$ cat config.mk
export PLATFORM = sky130hd
export DESIGN_NAME = misc_timer_unit
export DESIGN_NICKNAME = d
export VERILOG_FILES = /design/src/misc_timer_pkg.sv /design/src/misc_timer_chain.sv /design/src/ext_irq_trigger.sv /design/src/misc_timer_unit.sv
export SDC_FILE = /design/constraint.sdc
export NUM_CORES = 1
export LEC_CHECK = 0
export ABC_AREA = 1
export ABC_CLOCK_PERIOD_IN_PS = 2070
export BUFFER_PORTS_ARGS = -buffer_cell sky130_fd_sc_hd__buf_2
export CAP_MARGIN = 5
export CORE_MARGIN = 8
export CORE_UTILIZATION = 35
export DETAILED_ROUTE_END_ITERATION = 7
export HOLD_SLACK_MARGIN = 0.03
export PLACE_DENSITY = 0.7
export REMOVE_ABC_BUFFERS = 1
export SYNTH_ARGS = -nofsm -noshare
export SYNTH_HDL_FRONTEND = slang
export SYNTH_SLANG_ARGS = --single-unit
$ cat constraint.sdc
create_clock -name aclk -period 2.07 [get_ports aclk]
set_input_delay 0.3105 -clock aclk [delete_from_list [all_inputs] [get_ports aclk]]
set_output_delay 0.3105 -clock aclk [all_outputs]
set_load 0.01 [all_outputs]
$ cat src/misc_timer_pkg.sv
// misc_timer_pkg: register map, field positions, reset values and divider widths
// of the miscellaneous timer unit.
// assumes: imported whole by misc_timer_chain, misc_timer_unit and tb_misc_timer_unit; ext_irq_trigger does not import it.
package misc_timer_pkg;

  // ----------------------------------------------------------------------
  // register map (printed offsets are word indices, byte address = 4 * index)
  // ----------------------------------------------------------------------
  localparam int          ADDR_W      = 16;
  localparam int          DATA_W      = 32;
  localparam logic [15:0] CTRL_INDEX  = 16'h0008;
  localparam logic [15:0] COUNT_INDEX = 16'h0009;
  localparam logic [15:0] WDOG_INDEX  = 16'h3FF0;
  localparam logic [15:0] CTRL_ADDR   = {CTRL_INDEX[13:0], 2'b00};
  localparam logic [15:0] COUNT_ADDR  = {COUNT_INDEX[13:0], 2'b00};
  localparam logic [15:0] WDOG_ADDR   = {WDOG_INDEX[13:0], 2'b00};

  // ----------------------------------------------------------------------
  // timer_ctrl_status fields
  // ----------------------------------------------------------------------
  localparam int         WRAP_FLAG_BIT     = 7;
  localparam int         PERIODIC_FLAG_BIT = 6;
  localparam int         WRAP_IE_BIT       = 5;
  localparam int         PERIODIC_IE_BIT   = 4;
  localparam int         EDGE_ONLY_BIT     = 3;
  localparam int         RATE_HI_BIT       = 1;
  localparam int         RATE_LO_BIT       = 0;
  localparam int         WDOG_CLEAR_BIT    = 0;
  localparam logic [7:0] CTRL_RESET        = 8'h03;

  // ----------------------------------------------------------------------
  // divider chain
  // ----------------------------------------------------------------------
  localparam int PRESCALE_DIV = 4;
  localparam int PRESCALE_W   = 2;
  localparam int RIPPLE_W     = 8;
  localparam int DIVIDER_W    = 4;
  localparam int RATE_CNT_W   = 3;
  localparam int WDOG_CNT_W   = 3;

  // ----------------------------------------------------------------------
  // bus responses
  // ----------------------------------------------------------------------
  localparam logic [1:0] RESP_OKAY   = 2'b00;
  localparam logic [1:0] RESP_SLVERR = 2'b10;

endpackage : misc_timer_pkg

$ cat src/misc_timer_chain.sv
// misc_timer_chain: bus clock prescaler, 8-bit wrap counter, 4-stage divider
// and periodic rate selector.
// assumes: aclk is the bus clock; rate_sel comes from logic on the same clock.
`timescale 1ns/1ps
module misc_timer_chain
  import misc_timer_pkg::*;
#(
  parameter int PRESC_DIV = PRESCALE_DIV,
  parameter int COUNT_W   = RIPPLE_W,
  parameter int DIV_W     = DIVIDER_W
) (
  input  wire logic               aclk,
  input  wire logic               aresetn,
  input  wire logic [1:0]         rate_sel,
  output logic      [COUNT_W-1:0] count,
  output logic                    wrap_pulse,
  output logic                    periodic_pulse
);

  logic [PRESCALE_W-1:0] presc;
  logic [DIV_W-1:0]      divider;
  logic [RATE_CNT_W-1:0] rate_cnt;
  wire                   presc_tick;
  wire                   wrap_now;
  wire                   base_tick;
  wire  [RATE_CNT_W-1:0] rate_mask;

  // selected rate = base / 2**rate_sel
  function automatic logic [RATE_CNT_W-1:0] mask_of(input logic [1:0] sel);
    logic [RATE_CNT_W-1:0] m;
    m = '0;
    for (int i = 0; i < RATE_CNT_W; i++) begin
      if (i < int'(sel)) begin
        m[i] = 1'b1;
      end
    end
    return m;
  endfunction : mask_of

  assign presc_tick = (presc == PRESCALE_W'(PRESC_DIV - 1));
  assign wrap_now   = presc_tick && (count == {COUNT_W{1'b1}});
  assign base_tick  = wrap_now && (divider == {DIV_W{1'b1}});
  assign rate_mask  = mask_of(rate_sel);
  assign periodic_pulse = base_tick && ((rate_cnt & rate_mask) == rate_mask);

  always_ff @(posedge aclk) begin
    if (!aresetn) begin
      presc      <= '0;
      count      <= '0;
      divider    <= '0;
      rate_cnt   <= '0;
      wrap_pulse <= 1'b0;
    end else begin
      presc      <= presc_tick ? '0 : presc + 1'b1;
      count      <= presc_tick ? count + 1'b1 : count;
      divider    <= wrap_now ? divider + 1'b1 : divider;
      rate_cnt   <= base_tick ? rate_cnt + 1'b1 : rate_cnt;
      wrap_pulse <= wrap_now;
    end
  end

endmodule : misc_timer_chain

$ cat src/ext_irq_trigger.sv
// ext_irq_trigger: external interrupt line conditioning with a falling edge latch.
// assumes: line_n is an asynchronous pin; ack is a one-cycle pulse on aclk.
`timescale 1ns/1ps
module ext_irq_trigger (
  input  wire logic aclk,
  input  wire logic aresetn,
  input  wire logic line_n,
  input  wire logic edge_only,
  input  wire logic ack,
  output logic      request
);

  logic meta;
  logic line_sync;
  logic line_prev;
  logic edge_latch;
  wire  fall;

  assign fall = line_prev && !line_sync;

  always_ff @(posedge aclk) begin
    if (!aresetn) begin
      meta       <= 1'b1;
      line_sync  <= 1'b1;
      line_prev  <= 1'b1;
      edge_latch <= 1'b0;
    end else begin
      meta       <= line_n;
      line_sync  <= meta;
      line_prev  <= line_sync;
      // a new edge in the ack cycle is kept
      edge_latch <= fall ? 1'b1 : (ack ? 1'b0 : edge_latch);
    end
  end

  // level sensitivity only when edge_only is clear
  assign request = edge_latch || (!edge_only && !line_sync);

endmodule : ext_irq_trigger

$ cat src/misc_timer_unit.sv
// misc_timer_unit: AXI4-Lite register slave, flags, interrupt request,
// liveness watchdog and external interrupt option of the timer unit.
// assumes: aclk is the bus clock; wdog_reset is fed to the chip's internal
// reset path, which in turn drives aresetn of this block.
//
// Design decision made here: the AXI4-Lite interface to the registers.
`timescale 1ns/1ps
// Contract
// - bus clock divided by four clocks the 8-bit counter, wrapping at E/1024
// - wrap flag sets when counter goes from all ones to zero
// - timer interrupt while wrap flag and its enable bit 5 are set
// - writing zero to the wrap flag bit clears it
// - writing zero to the periodic flag bit clears it
// - 4-stage divider after counter gives periodic base at E/16384
// - two rate bits pick base divided by 1, 2, 4 or 8
// - periodic flag sets once per period; interrupt while flag and enable set
// - watchdog counts periodic ticks by eight; timeout no sooner than seven periods
// - timeout issues internal chip reset; CPU then fetches reset vector
// - writing zero to bit 0 of index 3FF0 restarts watchdog
// - watchdog always enabled, also counts during wait mode
// - edge-only bit set: falling edge only; clear: low level and edge
// - counter readable at index 09, read-only, cleared by reset
// - both timer sources share one interrupt vector request line
// - watchdog reset goes through internal reset path, mode kept
module misc_timer_unit
  import misc_timer_pkg::*;
(
  input  wire logic              aclk,
  input  wire logic              aresetn,
  // axi4-lite write address
  input  wire logic [ADDR_W-1:0] s_axi_awaddr,
  input  wire logic [2:0]        s_axi_awprot,
  input  wire logic              s_axi_awvalid,
  output logic                   s_axi_awready,
  // axi4-lite write data
  input  wire logic [DATA_W-1:0] s_axi_wdata,
  input  wire logic [3:0]        s_axi_wstrb,
  input  wire logic              s_axi_wvalid,
  output logic                   s_axi_wready,
  // axi4-lite write response
  output logic      [1:0]        s_axi_bresp,
  output logic                   s_axi_bvalid,
  input  wire logic              s_axi_bready,
  // axi4-lite read address
  input  wire logic [ADDR_W-1:0] s_axi_araddr,
  input  wire logic [2:0]        s_axi_arprot,
  input  wire logic              s_axi_arvalid,
  output logic                   s_axi_arready,
  // axi4-lite read data
  output logic      [DATA_W-1:0] s_axi_rdata,
  output logic      [1:0]        s_axi_rresp,
  output logic                   s_axi_rvalid,
  input  wire logic              s_axi_rready,
  // external interrupt pin and its service acknowledge
  input  wire logic              ext_irq_n,
  input  wire logic              ext_irq_ack,
  // requests toward the cpu and the reset controller
  output logic                   timer_irq,
  output logic                   ext_irq_req,
  output logic                   wdog_reset
);

  // ----------------------------------------------------------------------
  // state
  // ----------------------------------------------------------------------
  logic                  aw_held;
  logic [ADDR_W-1:0]     aw_addr_q;
  logic                  w_held;
  logic [DATA_W-1:0]     w_data_q;
  logic [3:0]            w_strb_q;

  logic                  wrap_flag;
  logic                  periodic_flag;
  logic                  wrap_irq_enable;
  logic                  periodic_irq_enable;
  logic                  ext_line_edge_only;
  logic                  periodic_rate_sel_hi;
  logic                  periodic_rate_sel_lo;
  logic [WDOG_CNT_W-1:0] wdog_count;

  logic [RIPPLE_W-1:0]   timer_count_view;
  logic                  wrap_pulse;
  logic                  periodic_pulse;

  // ----------------------------------------------------------------------
  // shared decode
  // ----------------------------------------------------------------------
  // one place decides which byte addresses answer okay, for reads and writes alike
  function automatic logic is_mapped(input logic [ADDR_W-1:0] addr);
    return (addr == CTRL_ADDR) || (addr == COUNT_ADDR) || (addr == WDOG_ADDR);
  endfunction : is_mapped

  // status flag: a hardware set beats a same-cycle software clear,
  // and only a written zero clears, so a written one leaves the flag alone
  function automatic logic flag_next(input logic set, input logic clear, input logic cur);
    logic nxt;
    nxt = cur;
    if (clear) begin
      nxt = 1'b0;
    end
    if (set) begin
      nxt = 1'b1;
    end
    return nxt;
  endfunction : flag_next

  // ----------------------------------------------------------------------
  // write channel: address and data accepted in either order
  // ----------------------------------------------------------------------
  wire                   aw_take;
  wire                   w_take;
  wire                   have_aw;
  wire                   have_w;
  wire                   wr_fire;
  wire  [ADDR_W-1:0]     wr_addr;
  wire  [DATA_W-1:0]     wr_data;
  wire  [3:0]            wr_strb;
  wire                   wr_hit;
  wire                   wr_ctrl;
  wire                   wdog_clear;

  // one write in flight: no new address or data while a response waits
  assign s_axi_awready = !aw_held && !s_axi_bvalid;
  assign s_axi_wready  = !w_held && !s_axi_bvalid;
  assign aw_take       = s_axi_awvalid && s_axi_awready;
  assign w_take        = s_axi_wvalid && s_axi_wready;
  assign have_aw       = aw_held || aw_take;
  assign have_w        = w_held || w_take;
  assign wr_fire       = have_aw && have_w && !s_axi_bvalid;
  assign wr_addr       = aw_held ? aw_addr_q : s_axi_awaddr;
  assign wr_data       = w_held ? w_data_q : s_axi_wdata;
  assign wr_strb       = w_held ? w_strb_q : s_axi_wstrb;

  assign wr_hit     = is_mapped(wr_addr);
  assign wr_ctrl    = wr_fire && (wr_addr == CTRL_ADDR) && wr_strb[0];
  // only a zero in bit 0 restarts the watchdog; a one is ignored
  assign wdog_clear = wr_fire && (wr_addr == WDOG_ADDR) && wr_strb[0]
                      && !wr_data[WDOG_CLEAR_BIT];

  always_ff @(posedge aclk) begin
    if (!aresetn) begin
      aw_held   <= 1'b0;
      aw_addr_q <= '0;
      w_held    <= 1'b0;
      w_data_q  <= '0;
      w_strb_q  <= '0;
    end else begin
      aw_held   <= wr_fire ? 1'b0 : (aw_take ? 1'b1 : aw_held);
      aw_addr_q <= aw_take ? s_axi_awaddr : aw_addr_q;
      w_held    <= wr_fire ? 1'b0 : (w_take ? 1'b1 : w_held);
      w_data_q  <= w_take ? s_axi_wdata : w_data_q;
      w_strb_q  <= w_take ? s_axi_wstrb : w_strb_q;
    end
  end

  always_ff @(posedge aclk) begin
    if (!aresetn) begin
      s_axi_bvalid <= 1'b0;
      s_axi_bresp  <= RESP_OKAY;
    end else if (wr_fire) begin
      s_axi_bvalid <= 1'b1;
      s_axi_bresp  <= wr_hit ? RESP_OKAY : RESP_SLVERR;
    end else if (s_axi_bready) begin
      s_axi_bvalid <= 1'b0;
    end
  end

  // ----------------------------------------------------------------------
  // read channel
  // ----------------------------------------------------------------------
  wire                   ar_take;
  wire  [7:0]            ctrl_view;
  wire  [DATA_W-1:0]     rd_value;
  wire                   rd_hit;
  wire                   rd_ctrl;
  wire                   rd_count;

  assign s_axi_arready = !s_axi_rvalid;
  assign ar_take       = s_axi_arvalid && s_axi_arready;

  // bit 2 is unused and reads as zero
  assign ctrl_view = {wrap_flag, periodic_flag, wrap_irq_enable, periodic_irq_enable,
                      ext_line_edge_only, 1'b0, periodic_rate_sel_hi, periodic_rate_sel_lo};
  assign rd_ctrl   = (s_axi_araddr == CTRL_ADDR);
  assign rd_count  = (s_axi_araddr == COUNT_ADDR);
  assign rd_hit    = is_mapped(s_axi_araddr);
  // the watchdog restart address is write-only and reads as zero
  assign rd_value  = rd_ctrl  ? {24'h00_0000, ctrl_view} :
                     rd_count ? {24'h00_0000, timer_count_view} :
                     '0;

  always_ff @(posedge aclk) begin
    if (!aresetn) begin
      s_axi_rvalid <= 1'b0;
      s_axi_rdata  <= '0;
      s_axi_rresp  <= RESP_OKAY;
    end else if (ar_take) begin
      s_axi_rvalid <= 1'b1;
      s_axi_rdata  <= rd_value;
      s_axi_rresp  <= rd_hit ? RESP_OKAY : RESP_SLVERR;
    end else if (s_axi_rready) begin
      s_axi_rvalid <= 1'b0;
    end
  end

  // ----------------------------------------------------------------------
  // divider chain
  // ----------------------------------------------------------------------
  misc_timer_chain #(
    .PRESC_DIV (PRESCALE_DIV),
    .COUNT_W   (RIPPLE_W),
    .DIV_W     (DIVIDER_W)
  ) chain (
    .aclk           (aclk),
    .aresetn        (aresetn),
    .rate_sel       ({periodic_rate_sel_hi, periodic_rate_sel_lo}),
    .count          (timer_count_view),
    .wrap_pulse     (wrap_pulse),
    .periodic_pulse (periodic_pulse)
  );

  // ----------------------------------------------------------------------
  // control and status
  // ----------------------------------------------------------------------
  wire next_wrap_flag;
  wire next_periodic_flag;

  // a hardware set in the clear cycle wins; writing one changes nothing
  assign next_wrap_flag     = flag_next(wrap_pulse,
                                        wr_ctrl && !wr_data[WRAP_FLAG_BIT],
                                        wrap_flag);
  assign next_periodic_flag = flag_next(periodic_pulse,
                                        wr_ctrl && !wr_data[PERIODIC_FLAG_BIT],
                                        periodic_flag);

  always_ff @(posedge aclk) begin
    if (!aresetn) begin
      wrap_flag            <= CTRL_RESET[WRAP_FLAG_BIT];
      periodic_flag        <= CTRL_RESET[PERIODIC_FLAG_BIT];
      wrap_irq_enable      <= CTRL_RESET[WRAP_IE_BIT];
      periodic_irq_enable  <= CTRL_RESET[PERIODIC_IE_BIT];
      ext_line_edge_only   <= CTRL_RESET[EDGE_ONLY_BIT];
      periodic_rate_sel_hi <= CTRL_RESET[RATE_HI_BIT];
      periodic_rate_sel_lo <= CTRL_RESET[RATE_LO_BIT];
    end else begin
      wrap_flag     <= next_wrap_flag;
      periodic_flag <= next_periodic_flag;
      if (wr_ctrl) begin
        wrap_irq_enable      <= wr_data[WRAP_IE_BIT];
        periodic_irq_enable  <= wr_data[PERIODIC_IE_BIT];
        ext_line_edge_only   <= wr_data[EDGE_ONLY_BIT];
        // a rate change mid-period can shorten the next watchdog window
        periodic_rate_sel_hi <= wr_data[RATE_HI_BIT];
        periodic_rate_sel_lo <= wr_data[RATE_LO_BIT];
      end
    end
  end

  // shared vector: either enabled source raises the one request
  assign timer_irq = (wrap_flag && wrap_irq_enable)
                     || (periodic_flag && periodic_irq_enable);

  // ----------------------------------------------------------------------
  // liveness watchdog
  // ----------------------------------------------------------------------
  wire wdog_at_last;
  wire wdog_expire;

  // the eighth tick after a restart expires, so the window is seven to eight periods
  assign wdog_at_last = (wdog_count == {WDOG_CNT_W{1'b1}});

  // no enable and no wait input: counts whenever the clock runs
  assign wdog_expire  = periodic_pulse && wdog_at_last && !wdog_clear;

  always_ff @(posedge aclk) begin
    if (!aresetn) begin
      wdog_count <= '0;
      wdog_reset <= 1'b0;
    end else begin
      // a restart in the same cycle as a tick wins over the tick
      if (wdog_clear) begin
        wdog_count <= '0;
      end else if (periodic_pulse) begin
        wdog_count <= wdog_count + 1'b1;
      end
      // one-cycle request into the internal reset path, operating mode untouched
      wdog_reset <= wdog_expire;
    end
  end

  // ----------------------------------------------------------------------
  // external interrupt option
  // ----------------------------------------------------------------------
  ext_irq_trigger ext_trigger (
    .aclk      (aclk),
    .aresetn   (aresetn),
    .line_n    (ext_irq_n),
    .edge_only (ext_line_edge_only),
    .ack       (ext_irq_ack),
    .request   (ext_irq_req)
  );

endmodule : misc_timer_unit

==> run_results.csv <==
group,metric,value,unit
logic_synthesis,synth.distinct_cells,42,
clocking,path_clk_slew,80,ps
clocking,cts_root_buffer,"clkbuf_8",
grt,gr-usage-all-layers,0.122,
die,die_height,117,um
grt,gr-total-overflow,0,
placement,dp_hpwl,6.26,mm
clocking,cts_sinks,71,
logic_synthesis,synthMuxAreaShare,0.0113,
sta,skew,7.60,ps
logic_synthesis,synthFlopType,"dfxtp_1",
routing,drt_first_pass_iters,4,
sta,finalCritPeriodShare,0.830,
critical_path,cp_top_family,"simple AND/OR/NAND/NOR gates",
routing,drt_iter0_markers,121,
logic_synthesis,synthSimpleGateAreaFrac,0.287,
routing,vias,3181,
logic_synthesis,async_flop_share,0,
power_and_ir_drop,vdd_drop_max,0.280,mV
sta,finalHoldViolCount,0,
logic_synthesis,synth_edf_count,0,
outcome,status,"completed",
die,core_area,9820,sq um
finish,area_growth,17.1,%
logic_synthesis,ys_seq_area_frac,0.400,
clocking,cts_tree,"yes",
power_and_ir_drop,power.density,814,nW/um^2
finish,drive_above_1_share,0.207,
run,drv_cap,0,
sta,slew_violations,0,
routing,routedWlPerCell,11.8,um
power_and_ir_drop,power.total,3.38,mW
sta,relSlewSlack,0.645,
critical_path,required,2300,ps
logic_synthesis,synthAdderAreaFrac,0.0211,
critical_path,path_common_cell,"nor2_1",
sta,worst_pin_slew,532,ps
critical_path,cp_max_fo,7,
sta,max_freq,582,MHz
critical_path,critical_path.slowest_cell,"dfxtp_1",
die,rows,36,
logic_synthesis,avgSynthCellArea,7.20,sq um
critical_path,max_stage_delay,340,ps
hold_path,hp-class,"in -> reg",
logic_synthesis,ys_ff_latch,71,
placement,pre_cts_slack,185,ps
sta,setup_viol,0,
critical_path,critical_path_buf_inv_count,2,
die,pin_count,127,
clocking,cts_buffers,9,
logic_synthesis,synth_warnings,0,
routing,drc_errors,0,
die,die_w,117,um
finish,final_common_cell,"nand2_1",
sta,fin_setup_tns,0,ps
logic_synthesis,synth_compound_area_frac,0.142,
sta,rsz0062_at_grt,"no",
die,dieArea,13600,sq um
critical_path,critPathArrivalTime,1950,ps
logic_synthesis,netlist_area,3550,sq um
routing,routed_via_density,4.55,
sta,finalWorstSetupSlack,351,ps
power_and_ir_drop,leakagePower,1.89,nW
grt,grt_pass1_vias,3047,
critical_path,crit_chain,"ha_1 > nand2_1 > inv_1 > nand3_2 > nor2_2 > inv_2 > nor2_4 > nor2_1 > a21oi_1 > nor2_1",
die,start_util,0.362,
placement,place_congestion,0.841,
clocking,ctsLongestPathBuffers,2,
routing,drt_wl_total,8.23,mm
sta,hold_ws,153,ps
logic_synthesis,synth_xor_area_frac,0.00493,
finish,antenna_cells,0,
clocking,clk_latency,340,ps
critical_path,start_kind,"flop",
critical_path,worstSetupPathType,"reg -> reg",
critical_path,end_kind,"flop",
grt,grt_max_degree,44,
placement,io_buffer_count,66,
logic_synthesis,syn_inst,493,
finish,layout_common_cells,"99 x nand2_1, 77 x nor2_1, 70 x dfxtp_1",
logic_synthesis,synth_top_family_by_area,"simple AND/OR/NAND/NOR gates",
sta,fin_crit,1720,ps
grt,antenna_found_initial,0,
finish,fin_nets,650,
grt,grt_pass1_wl,13.5,mm
routing,postRouteAntennaNets,0,
clocking,htreeDepth,3,
-- final cells by class --
class / count / area, sq um
Timing Repair Buffer: 71 / 368
Tap cell: 133 / 166
Multi-Input combinational cell: 356 / 1760
Sequential cell: 71 / 1420
Clock buffer: 11 / 141
Clock inverter: 5 / 105
Inverter: 52 / 198
Fill cell: 1033 / 5660
-- per-layer routing --
layer  track usage  up-vias  wire (um)
li1              -     1672          -
met1         0.152     1418       3790
met2         0.201       77       3770
met3        0.0222       14        518
met4        0.0563        0        153
met5             0        -          0
-- report_power, final --
| part | switching (mW) | leakage [nW] | internal, mW |
|---|---|---|---|
| logic | 0.339 | 1.20 | 0.180 |
| registers | 0.0537 | 0.581 | 1.45 |
| clock network | 0.522 | 0.116 | 0.834 |
-- registers in the layout, summed over array words and instances (netlist names), 2 cells and up --
signal	cells
chain.count	8
chain.divider	4
wdog_count	3
s_axi_rdata	8
chain.presc	2
aw_addr_q	16
w_data_q	7
chain.rate_cnt	3
-- cells in the mapped netlist (2+ instances only) --
cell,number,area [sq um]
nand2_1,99,372
nor2_1,77,289
dfxtp_1,71,1420
inv_1,48,180
o21ai_0,42,210
a21oi_1,31,155
buf_4,26,195
nand4_1,11,68.8
o22ai_1,8,50.1
clkbuf_1,6,22.5
ha_1,6,75.1
nand2_2,6,37.5
nand3_1,6,30.0
nor2_2,6,37.5
nor3_1,6,30.0
mux2i_1,4,40.0
a21oi_2,3,26.3
buf_2,3,15.0
buf_6,3,33.8
o21a_1,3,22.5
or2_2,3,18.8
inv_2,2,7.51
nand3b_1,2,15.0
nor2_4,2,22.5
nor2_8,2,40.0
-- cells by family after synthesis --
kind of cell / after synthesis
XOR/XNOR: 2
multiplexers: 4
AND/OR/NAND/NOR: 226
AO/OA/AOI/OAI: 92
other: 1
flip-flops: 71
adder cells (fa/ha/maj): 6
buffers and inverters: 91
-- stage by stage --
stage / utilization / std cells / area, sq um
2_1_floorplan: - / 479 / 3370
3_3_place_gp: 0.398 / 683 / 3910
3_5_place_dp: 0.398 / 683 / 3910
4_1_cts: 0.423 / 699 / 4160
5_1_grt: 0.423 / 699 / 4160
6_report: 0.423 / 699 / 4160
-- timing repair --
item,4_1_cts,5_1_grt
buffers inserted,0,0
setup endpoints to repair,0,4
resized for setup,0,1
hold buffers,0,0
-- worst paths after layout --
kind                          from                     to  slack [ps]  depth (start not counted)
hold reg to reg   ext_trigger.meta  ext_trigger.line_sync         420                          1
setup reg to reg    chain.presc[0]          wdog_count[1]         350                         10
setup / recovery    chain.presc[0]          wdog_count[1]         350                         10
hold / removal           ext_irq_n       ext_trigger.meta         150                          2
Power figures use the tool's default switching activity.
